File: src/xac_pkg.sv
package xac_pkg;
	// number of chip-select spaces and pin widths
	localparam int XAC_SPACES = 4;
	localparam int XAC_ADDR_W = 4;
	localparam int XAC_DATA_W = 32;
	// widths of the per-space timing fields and of the phase counter
	localparam int XAC_SETUP_W = 4;
	localparam int XAC_STROBE_W = 6;
	localparam int XAC_HOLD_W = 3;
	localparam int XAC_CNT_W = 6;
	// ready sampling: two flops, then one cycle to release the strobe
	localparam int XAC_RDY_SYNC_STAGES = 2;
	// clock rate, kept for converting printed times
	localparam int XAC_CLK_PERIOD_NS = 40;
	// reset values of pins: all strobes and selects idle high
	localparam logic [XAC_SPACES-1:0] XAC_SEL_IDLE = 4'hF;
	localparam logic [XAC_ADDR_W-1:0] XAC_ADDR_RST = 4'h0;
	localparam logic [XAC_DATA_W-1:0] XAC_DATA_RST = 32'h0000_0000;
	// cycle phases
	typedef enum logic [3:0] {
		XAC_ST_IDLE = 4'b0001,
		XAC_ST_SETUP = 4'b0010,
		XAC_ST_STROBE = 4'b0100,
		XAC_ST_HOLD = 4'b1000
	} xac_state_t;
endpackage

File: src/xac_async_cycle.sv
// What this block does
// - read strobe low exactly read strobe count
// - selects valid read setup count before strobe
// - selects held read hold count after strobe
// - selects and data valid write setup count
// - selects and data held write hold count
// - write strobe low exactly write strobe count
// - read strobe releases 3-4 cycles after ready
// - write strobe releases 3-4 cycles after ready
// - ready synchronised internally, asynchronous input allowed
// - chip select may linger seven cycles
// - selects include address, output enable, write data
// - ready is active high, peripheral driven
// - shared pins carry word address five:two
// - shared pin is active-low write strobe
// - six counts per space, in clock periods
`timescale 1ns/1ps
module xac_async_cycle
	import xac_pkg::*;
#(
	parameter int SPACES = XAC_SPACES
)
(
	// clock and reset
	input wire logic clk_i,
	input wire logic reset_i,
	// access request
	input wire logic req_valid_i,
	input wire logic req_write_i,
	input wire logic req_use_ready_i,
	input wire logic [1:0] req_space_i,
	input wire logic [XAC_ADDR_W-1:0] req_addr_i,
	input wire logic [XAC_DATA_W-1:0] req_data_i,
	output logic req_ready_o,
	output logic done_o,
	output logic [XAC_DATA_W-1:0] rd_data_o,
	// per-space timing counts
	input wire logic [SPACES-1:0][XAC_SETUP_W-1:0] read_setup_count_i,
	input wire logic [SPACES-1:0][XAC_STROBE_W-1:0] read_strobe_count_i,
	input wire logic [SPACES-1:0][XAC_HOLD_W-1:0] read_hold_count_i,
	input wire logic [SPACES-1:0][XAC_SETUP_W-1:0] write_setup_count_i,
	input wire logic [SPACES-1:0][XAC_STROBE_W-1:0] write_pulse_count_i,
	input wire logic [SPACES-1:0][XAC_HOLD_W-1:0] write_hold_count_i,
	// expansion bus pins
	input wire logic peripheral_ready_i,
	input wire logic [XAC_DATA_W-1:0] bus_data_i,
	output logic [XAC_DATA_W-1:0] bus_data_o,
	output logic bus_data_oe_o,
	output logic [SPACES-1:0] space_select_n_o,
	output logic [XAC_ADDR_W-1:0] byte_enable_or_word_addr_o,
	output logic output_enable_n_o,
	output logic read_strobe_n_o,
	output logic write_strobe_or_wait_n_o
);

	// a zero count still lasts one clock; returns cycles minus one
	function automatic logic [XAC_CNT_W-1:0] xac_last(input logic [XAC_CNT_W-1:0] c);
		xac_last = (c == '0) ? '0 : c - 1'b1;
	endfunction

	xac_state_t state;
	xac_state_t next_state;
	logic [XAC_CNT_W-1:0] cnt;
	logic [XAC_CNT_W-1:0] next_cnt;
	logic cur_write;
	logic cur_use_ready;
	logic [1:0] cur_space;
	logic [XAC_CNT_W-1:0] cur_setup;
	logic [XAC_CNT_W-1:0] cur_strobe;
	logic [XAC_CNT_W-1:0] cur_hold;
	logic [XAC_ADDR_W-1:0] cur_addr;
	logic [XAC_DATA_W-1:0] cur_data;
	logic rdy_meta;
	logic rdy_sync;
	logic rdy_seen;

	// two-flop synchroniser for the asynchronous ready pin, then one more stage
	// so that the strobe lets go three to four clocks after the pin rises
	always_ff @(posedge clk_i or posedge reset_i)
	begin
		if (reset_i)
		begin
			rdy_meta <= 1'b0;
			rdy_sync <= 1'b0;
			rdy_seen <= 1'b0;
		end
		else
		begin
			rdy_meta <= peripheral_ready_i;
			rdy_sync <= rdy_meta;
			rdy_seen <= rdy_sync;
		end
	end

	// request acceptance and count lookup for the requested space
	wire accept = req_valid_i && (state == XAC_ST_IDLE);
	wire [XAC_CNT_W-1:0] pick_setup = req_write_i ?
		XAC_CNT_W'(write_setup_count_i[req_space_i]) :
		XAC_CNT_W'(read_setup_count_i[req_space_i]);
	wire [XAC_CNT_W-1:0] pick_strobe = req_write_i ?
		XAC_CNT_W'(write_pulse_count_i[req_space_i]) :
		XAC_CNT_W'(read_strobe_count_i[req_space_i]);
	wire [XAC_CNT_W-1:0] pick_hold = req_write_i ?
		XAC_CNT_W'(write_hold_count_i[req_space_i]) :
		XAC_CNT_W'(read_hold_count_i[req_space_i]);
	wire cnt_done = (cnt == '0);
	// strobe may end only once its count is spent and, if asked, ready is high
	wire strobe_end = cnt_done && (!cur_use_ready || rdy_seen);

	// phase sequencing and phase counter
	always_comb
	begin
		next_state = state;
		next_cnt = cnt;
		case (state)
			XAC_ST_IDLE:
			begin
				if (accept)
				begin
					next_state = XAC_ST_SETUP;
					next_cnt = xac_last(pick_setup);
				end
			end
			XAC_ST_SETUP:
			begin
				if (cnt_done)
				begin
					next_state = XAC_ST_STROBE;
					next_cnt = xac_last(cur_strobe);
				end
				else
					next_cnt = cnt - 1'b1;
			end
			XAC_ST_STROBE:
			begin
				if (strobe_end)
				begin
					next_state = XAC_ST_HOLD;
					next_cnt = xac_last(cur_hold);
				end
				else if (!cnt_done)
					next_cnt = cnt - 1'b1;
			end
			XAC_ST_HOLD:
			begin
				if (cnt_done)
					next_state = XAC_ST_IDLE;
				else
					next_cnt = cnt - 1'b1;
			end
			default:
			begin
				next_state = XAC_ST_IDLE;
				next_cnt = '0;
			end
		endcase
	end

	// pin values for the next cycle, derived from the next phase
	wire next_write = accept ? req_write_i : cur_write;
	wire [1:0] next_space = accept ? req_space_i : cur_space;
	wire [XAC_ADDR_W-1:0] next_addr = accept ? req_addr_i : cur_addr;
	wire [XAC_DATA_W-1:0] next_data = accept ? req_data_i : cur_data;
	wire next_active = (next_state != XAC_ST_IDLE);
	wire next_strobe = (next_state == XAC_ST_STROBE);
	wire [SPACES-1:0] next_sel_n = next_active ?
		~(SPACES'(1) << next_space) : XAC_SEL_IDLE;

	// phase state and latched request
	always_ff @(posedge clk_i or posedge reset_i)
	begin
		if (reset_i)
		begin
			state <= XAC_ST_IDLE;
			cnt <= '0;
			cur_write <= 1'b0;
			cur_use_ready <= 1'b0;
			cur_space <= 2'h0;
			cur_setup <= '0;
			cur_strobe <= '0;
			cur_hold <= '0;
			cur_addr <= XAC_ADDR_RST;
			cur_data <= XAC_DATA_RST;
		end
		else
		begin
			state <= next_state;
			cnt <= next_cnt;
			if (accept)
			begin
				cur_write <= req_write_i;
				cur_use_ready <= req_use_ready_i;
				cur_space <= req_space_i;
				cur_setup <= pick_setup;
				cur_strobe <= pick_strobe;
				cur_hold <= pick_hold;
				cur_addr <= req_addr_i;
				cur_data <= req_data_i;
			end
		end
	end

	// registered pins; selects span setup, strobe and hold unchanged
	always_ff @(posedge clk_i or posedge reset_i)
	begin
		if (reset_i)
		begin
			space_select_n_o <= XAC_SEL_IDLE;
			byte_enable_or_word_addr_o <= XAC_ADDR_RST;
			output_enable_n_o <= 1'b1;
			read_strobe_n_o <= 1'b1;
			write_strobe_or_wait_n_o <= 1'b1;
			bus_data_o <= XAC_DATA_RST;
			bus_data_oe_o <= 1'b0;
		end
		else
		begin
			space_select_n_o <= next_sel_n;
			byte_enable_or_word_addr_o <= next_addr;
			output_enable_n_o <= !(next_active && !next_write);
			read_strobe_n_o <= !(next_strobe && !next_write);
			write_strobe_or_wait_n_o <= !(next_strobe && next_write);
			bus_data_o <= next_data;
			bus_data_oe_o <= next_active && next_write;
		end
	end

	// handshake outputs and read data capture at the strobe's last cycle
	always_ff @(posedge clk_i or posedge reset_i)
	begin
		if (reset_i)
		begin
			req_ready_o <= 1'b1;
			done_o <= 1'b0;
			rd_data_o <= XAC_DATA_RST;
		end
		else
		begin
			req_ready_o <= (next_state == XAC_ST_IDLE);
			done_o <= (state == XAC_ST_HOLD) && cnt_done;
			if ((state == XAC_ST_STROBE) && strobe_end && !cur_write)
				rd_data_o <= bus_data_i;
		end
	end

	// helper counters for checking phase lengths at the pins
	logic [7:0] low_len;
	logic [7:0] pre_len;
	logic [7:0] post_len;
	logic after_stb;
	wire any_strobe = !read_strobe_n_o || !write_strobe_or_wait_n_o;
	wire any_sel = (space_select_n_o != XAC_SEL_IDLE);
	always_ff @(posedge clk_i or posedge reset_i)
	begin
		if (reset_i)
		begin
			low_len <= 8'h00;
			pre_len <= 8'h00;
			post_len <= 8'h00;
			after_stb <= 1'b0;
		end
		else
		begin
			low_len <= any_strobe ? low_len + 8'h01 : 8'h00;
			// a strobe splits the select window into its setup and hold parts
			after_stb <= any_strobe || (any_sel && after_stb);
			pre_len <= (any_sel && !any_strobe && !after_stb) ? pre_len + 8'h01 : 8'h00;
			post_len <= (any_sel && !any_strobe && after_stb) ? post_len + 8'h01 : 8'h00;
		end
	end
	wire [7:0] eff_strobe = (cur_strobe == '0) ? 8'h01 : 8'(cur_strobe);
	wire [7:0] eff_setup = (cur_setup == '0) ? 8'h01 : 8'(cur_setup);
	wire [7:0] eff_hold = (cur_hold == '0) ? 8'h01 : 8'(cur_hold);

	AST_RD_STROBE_WIDTH: assert property (@(posedge clk_i) disable iff (reset_i)
		($rose(read_strobe_n_o) && !cur_use_ready) |-> (low_len == eff_strobe))
		else $error("read strobe width differs from programmed count");

	AST_WR_STROBE_WIDTH: assert property (@(posedge clk_i) disable iff (reset_i)
		($rose(write_strobe_or_wait_n_o) && !cur_use_ready) |-> (low_len == eff_strobe))
		else $error("write strobe width differs from programmed count");

	AST_RD_SETUP: assert property (@(posedge clk_i) disable iff (reset_i)
		$fell(read_strobe_n_o) |-> (pre_len == eff_setup))
		else $error("read setup length wrong");

	AST_WR_SETUP: assert property (@(posedge clk_i) disable iff (reset_i)
		$fell(write_strobe_or_wait_n_o) |-> (pre_len == eff_setup) && bus_data_oe_o)
		else $error("write setup length wrong or data not driven");

	AST_HOLD: assert property (@(posedge clk_i) disable iff (reset_i)
		$fell(any_sel) |-> (post_len == eff_hold))
		else $error("hold length wrong");

	AST_RD_READY_RELEASE: assert property (@(posedge clk_i) disable iff (reset_i)
		(!read_strobe_n_o && cur_use_ready && cnt_done && state == XAC_ST_STROBE
		&& $rose(peripheral_ready_i)) |-> ##[3:4] $rose(read_strobe_n_o))
		else $error("read strobe not released after ready");

	AST_WR_READY_RELEASE: assert property (@(posedge clk_i) disable iff (reset_i)
		(!write_strobe_or_wait_n_o && cur_use_ready && cnt_done && state == XAC_ST_STROBE
		&& $rose(peripheral_ready_i)) |-> ##[3:4] $rose(write_strobe_or_wait_n_o))
		else $error("write strobe not released after ready");

	AST_SELECT_STABLE: assert property (@(posedge clk_i) disable iff (reset_i)
		($past(any_sel) && any_sel) |-> ($stable(byte_enable_or_word_addr_o)
		&& $stable(space_select_n_o) && $stable(output_enable_n_o) && $stable(bus_data_o)))
		else $error("select signals changed within a cycle");

	AST_STROBE_IN_SELECT: assert property (@(posedge clk_i) disable iff (reset_i)
		any_strobe |-> (any_sel && (read_strobe_n_o || write_strobe_or_wait_n_o)))
		else $error("strobe outside select or both strobes low");

	AST_READY_SYNC: assert property (@(posedge clk_i) disable iff (reset_i)
		$rose(rdy_sync) |-> $past(peripheral_ready_i, 2))
		else $error("ready seen without two-flop delay");

	AST_DONE_ONE_CYCLE: assert property (@(posedge clk_i) disable iff (reset_i)
		done_o |=> !done_o)
		else $error("done pulse longer than one cycle");

	AST_ONE_SPACE: assert property (@(posedge clk_i) disable iff (reset_i)
		any_sel |-> $onehot(~space_select_n_o))
		else $error("more than one space selected");

	AST_READY_STRETCH: assert property (@(posedge clk_i) disable iff (reset_i)
		(state == XAC_ST_STROBE && cnt_done && cur_use_ready && !rdy_seen)
		|=> (state == XAC_ST_STROBE))
		else $error("strobe ended while ready was low");

	AST_READ_NO_DRIVE: assert property (@(posedge clk_i) disable iff (reset_i)
		!output_enable_n_o |-> (!bus_data_oe_o && write_strobe_or_wait_n_o))
		else $error("data driven or write strobe low during a read");

	AST_IDLE_WHEN_READY: assert property (@(posedge clk_i) disable iff (reset_i)
		req_ready_o |-> (!any_sel && !any_strobe))
		else $error("request ready while a cycle is on the bus");

endmodule

File: config.mk
export PLATFORM = sky130hd
export DESIGN_NAME = xac_async_cycle
export DESIGN_NICKNAME = d
export VERILOG_FILES = /design/src/xac_pkg.sv /design/src/xac_async_cycle.sv
export SDC_FILE = /design/constraint.sdc
export NUM_CORES = 1
export LEC_CHECK = 0
export BUFFER_PORTS_ARGS = -buffer_cell sky130_fd_sc_hd__buf_2
export CORE_MARGIN = 2
export CORE_UTILIZATION = 35
export DETAILED_ROUTE_END_ITERATION = 10
export PLACE_DENSITY_LB_ADDON = 0.25
export REMOVE_ABC_BUFFERS = 1
export SETUP_SLACK_MARGIN = 0.15
export SLEW_MARGIN = 10
export SYNTH_ARGS = -nofsm -noshare
export SYNTH_HDL_FRONTEND = slang
export SYNTH_SLANG_ARGS = --single-unit
File: constraint.sdc
create_clock -name clk_i -period 3.8 [get_ports clk_i]
set_clock_uncertainty 0.2 [all_clocks]
set_input_delay 0.19 -clock clk_i [delete_from_list [all_inputs] [get_ports clk_i]]
set_output_delay 0.19 -clock clk_i [all_outputs]
set_load 0.01 [all_outputs]
==> qor_table.md <==
| Metric | Reported |
|:---|:---|
| Post-Syn Area per Cell | 11.14 sq um |
| Clock insertion delay at the later pin of the skew report | 0.35 ns |
| Port Buffers | 257 |
| Simple-Gate Fraction of Synth Area | 0.1610 |
| Placement-stage worst setup slack | 1.062 ns |
| Signal arrival time at the worst endpoint | 2.79 ns |
| Adder-cell share of the synthesized area | 0.01446 |
| Unique cell type count in the Yosys netlist | 51 |
| Actual slew at the worst max-slew pin | 0.6926 ns |
| Number of sinks handled by clock tree synthesis | 104 |
| Ys async rst share | 1.000 |
| Post-CTS Setup Bufs | 0 |
| Startpoint type of the worst setup path | register |
| Most frequent cells after synthesis | 133 x sky130_fd_sc_hd__nand2_1, 95 x sky130_fd_sc_hd__dfrtp_1, 33 x sky130_fd_sc_hd__mux2_1 |
| Routed WL per cell | 14.58 um |
| GPL Wtd Cong | 0.9215 |
| Flip-flop and latch count after synthesis | 104 |
| Warnings, synthesis | 0 |
| Starting DRT DRC Count | 173 |
| Starting density of the core | 0.3571 |
| Slowest cell delay on critical path | 0.57 ns |
| Worst Reg2Reg Path Length in Cells | 8 |
| Worst reg-to-reg setup slack | 1.03 ns |
| Post-route fraction of the period consumed by the critical path | 0.7286 |
| Post-synthesis share of cell area spent on xor and xnor gates | 0.01013 |
| Worst EP required | 3.82 ns |
| Unrepaired setup endpoints after global routing | false |
| Final antenna diode count | 0 |
| Dominant combinational cell family by area after synthesis | multiplexers |
| Reg area | 0.002614 sq mm |
| Buf+Inv Stages, Crit Path | 2 |
| Share of final-layout standard cells stronger than drive strength 1 | 0.4106 |
| Fillers | 1302 |
| Routed wire length | 14180 um |
| Min Tclk post-route | 2.769 ns |
| Cell depth of the worst hold path | 3 |
| Top cells by area in the synthesized netlist | sky130_fd_sc_hd__dfrtp_1 46%, sky130_fd_sc_hd__mux4_2 11%, sky130_fd_sc_hd__nand2_1 9.6% |
| Syn Inst Count | 466 |
| I/O pins | 258 |
| 1st-pass router iterations | 5 |
| Library cell with the largest summed area after synthesis | sky130_fd_sc_hd__dfrtp_1 |
| Wire length of the first global-routing pass | 23100 um |
| Endpoint of the lowest-slack register-to-register path | rd_data_o[11] |
| Area inside the core boundary | 0.01453 sq mm |
| Clock root buffer | sky130_fd_sc_hd__clkbuf_16 |
| Pin count of the biggest net entering global routing | 58 |
| Kind of path behind the tightest hold check | primary input to register |
| Normalized max-slew margin | 0.5383 |
| Bufs on Longest Clock Path | 2 |
| Die boundary width | 125.8 um |
| Critical path, cell by cell | inv_1 > ha_1 > or4b_4 > nor2_8 > nand2_1 > nor2_4 > buf_4 > mux2_1 |
| Combined global-route utilization of all metal layers | 0.1822 |
| Number of antenna violations at the first check in global routing | 0 |
| Critical-path maximum fanout | 32 |
| Min-Delay Startpoint | req_valid_i |
| # rows | 44 |
| Number of pins exceeding their max-slew limit in the final report | 0 |
| Post-synthesis sequential area ratio | 0.5036 |
| Total die area | 0.01582 sq mm |
| Final Hold Slack | 0.05734 ns |
| Status | completed |
| Portion of netlist area occupied by mux cells | 0.2153 |
| Total power | 0.002454 W |
| Cell at the slowest stage of the critical path | sky130_fd_sc_hd__or4b_4 |
| Residual overflow from global routing | 0 |
| Via count of the first global-routing pass | 4864 |
| Clock tree from TritonCTS | yes |
| Post-detailed-route count of antenna-violating nets | 0 |
| Peak VDD IR | 0.2371 mV |
| Final routed DRC violation total | 0 |
| CP top delay family | simple AND/OR/NAND/NOR gates |
| Final Net Count | 970 |
| Clock H-tree levels | 3 |
| Finished Core Util | 0.5288 |
| Pwr/cell area | 319.3 mW/mm^2 |
| Area taken by multi-input logic gates | 0.002381 sq mm |
| Launch point of the worst reg-to-reg path | cnt[0] |
| Area fraction of the dominant cell type after synthesis | 0.4581 |
| Number of enable-type register cells in the synthesized netlist | 0 |
| Worst min-delay path endpoint | cnt[3] |
| Combined area of all synthesized cells | 0.005190 sq mm |
| Detailed-placement wirelength estimate | 10170 um |
| Clock Pin Slew Worst Setup and Hold Paths | 0.07 ns |
| Most frequent cell after synthesis | sky130_fd_sc_hd__nand2_1 |
| Crit Path Class | register to register |
| Complex-gate fraction of the synthesized area | 0.05738 |
| Max Cap Violations | 0 |
| Total Negative Setup Slacks | 0 ns |
| Drt via density | 4.761 |
| Ys flop type | sky130_fd_sc_hd__dfrtp_1 |
| Leakage power | 4.203 nW |
| Max Freq | 0.3612 GHz |
| Final hold violation count | 0 |
| Die Y-Extent | 125.8 um |
| Vias | 4632 |
| Number of clock buffers inserted by TritonCTS | 9 |
| Relative area change from synthesis to final layout | 48.07% |
| Number of setup violations in the final report | 0 |
| Smallest setup slack after layout | 1.031 ns |
| Endpoint type of the worst setup path | register |
## kinds of logic (layout without fill, tap and decap cells)
group / count (synthesis) / in the layout
compound gates: 44 / 44
xor+xnor: 6 / 6
fa+ha+maj: 6 / 6
buf+inv: 43 / 366
flops: 104 / 104
mux: 75 / 75
simple gates: 188 / 188
## where the power goes
group	total, W	internal (W)	switching [W]
Combinational	0.000267	0.000171	0.0000963
Sequential	0.00111	0.00111	0.000000481
Clock	0.00108	0.000682	0.000396
Total	0.00245	0.00196	0.000492
## metal layers
layer	GRT usage	share of wire	vias to the layer above
met5	0	0	-
met4	0.06076	0.021	0
met3	0.04800	0.060	26
met2	0.3272	0.51	180
met1	0.2117	0.40	2177
li1	-	-	2249
## area by class of cell
type | instances | share of cell area
multi-input cells | 319 | 0.3098
inverters | 16 | 0.008141
flip-flops and latches | 104 | 0.3401
well taps | 184 | 0.02996
clock buffers | 12 | 0.03338
clock inverters | 4 | 0.01286
repair buffers | 334 | 0.2657
## through the flow
| stage | cells | cell area, sq um |
|---|---|---|
| 3_5_place_dp | 886 | 6619 |
| 3_3_place_gp | 886 | 6619 |
| 6_report | 973 | 7685 |
| 2_1_floorplan | 439 | 5052 |
| 4_1_cts | 973 | 7685 |
| 5_1_grt | 973 | 7685 |
## worst register-to-register path, cell delays in order (launching register included)
cell and delay, ns:
sky130_fd_sc_hd__dfrtp_1 0.40, sky130_fd_sc_hd__inv_1 0.09, sky130_fd_sc_hd__ha_1 0.23, sky130_fd_sc_hd__or4b_4 0.57, sky130_fd_sc_hd__nor2_8 0.19, sky130_fd_sc_hd__nand2_1 0.12
sky130_fd_sc_hd__nor2_4 0.08, sky130_fd_sc_hd__buf_4 0.36, sky130_fd_sc_hd__mux2_1 0.41
## worst max path at each step
stage | startpoint | to | slack (ns) | cells past startpoint
floorplan | reset_i | bus_data_o[0] | 0.69 | 1
global placement | cnt[0] | rd_data_o[23] | 1.13 | 8
detailed placement | cnt[0] | rd_data_o[11] | 1.06 | 8
CTS | cnt[0] | rd_data_o[15] | 1.04 | 8
global route | cnt[0] | rd_data_o[11] | 0.86 | 8
finish | cnt[0] | rd_data_o[11] | 1.03 | 8
## sequential cells by signal (all words and copies together) (netlist names), 2 cells and up
signal,flops
byte_enable_or_word_addr_o,4
state,4
cnt,6
cur_space,2
space_select_n_o,4
rd_data_o,32
cur_hold,3
cur_strobe,6
bus_data_o,32
## what timing repair did
action	in CTS	in global routing
gates resized for setup	0	0
hold buffers	71	0
endpoints found under the hold margin	121	0
## cells in the final DEF (no fill, tap or decap), drive strengths merged, types with 12 or more instances in the layout
cell type,Yosys,layout
buf,10,263
nand2,133,133
dfrtp,95,95
dlygate4sd3,0,71
mux2,33,33
mux4,26,26
o21ai,19,19
inv,16,17
mux2i,16,16
nor2,16,16
clkbuf,17,12
(Power assumes the default switching activity.)
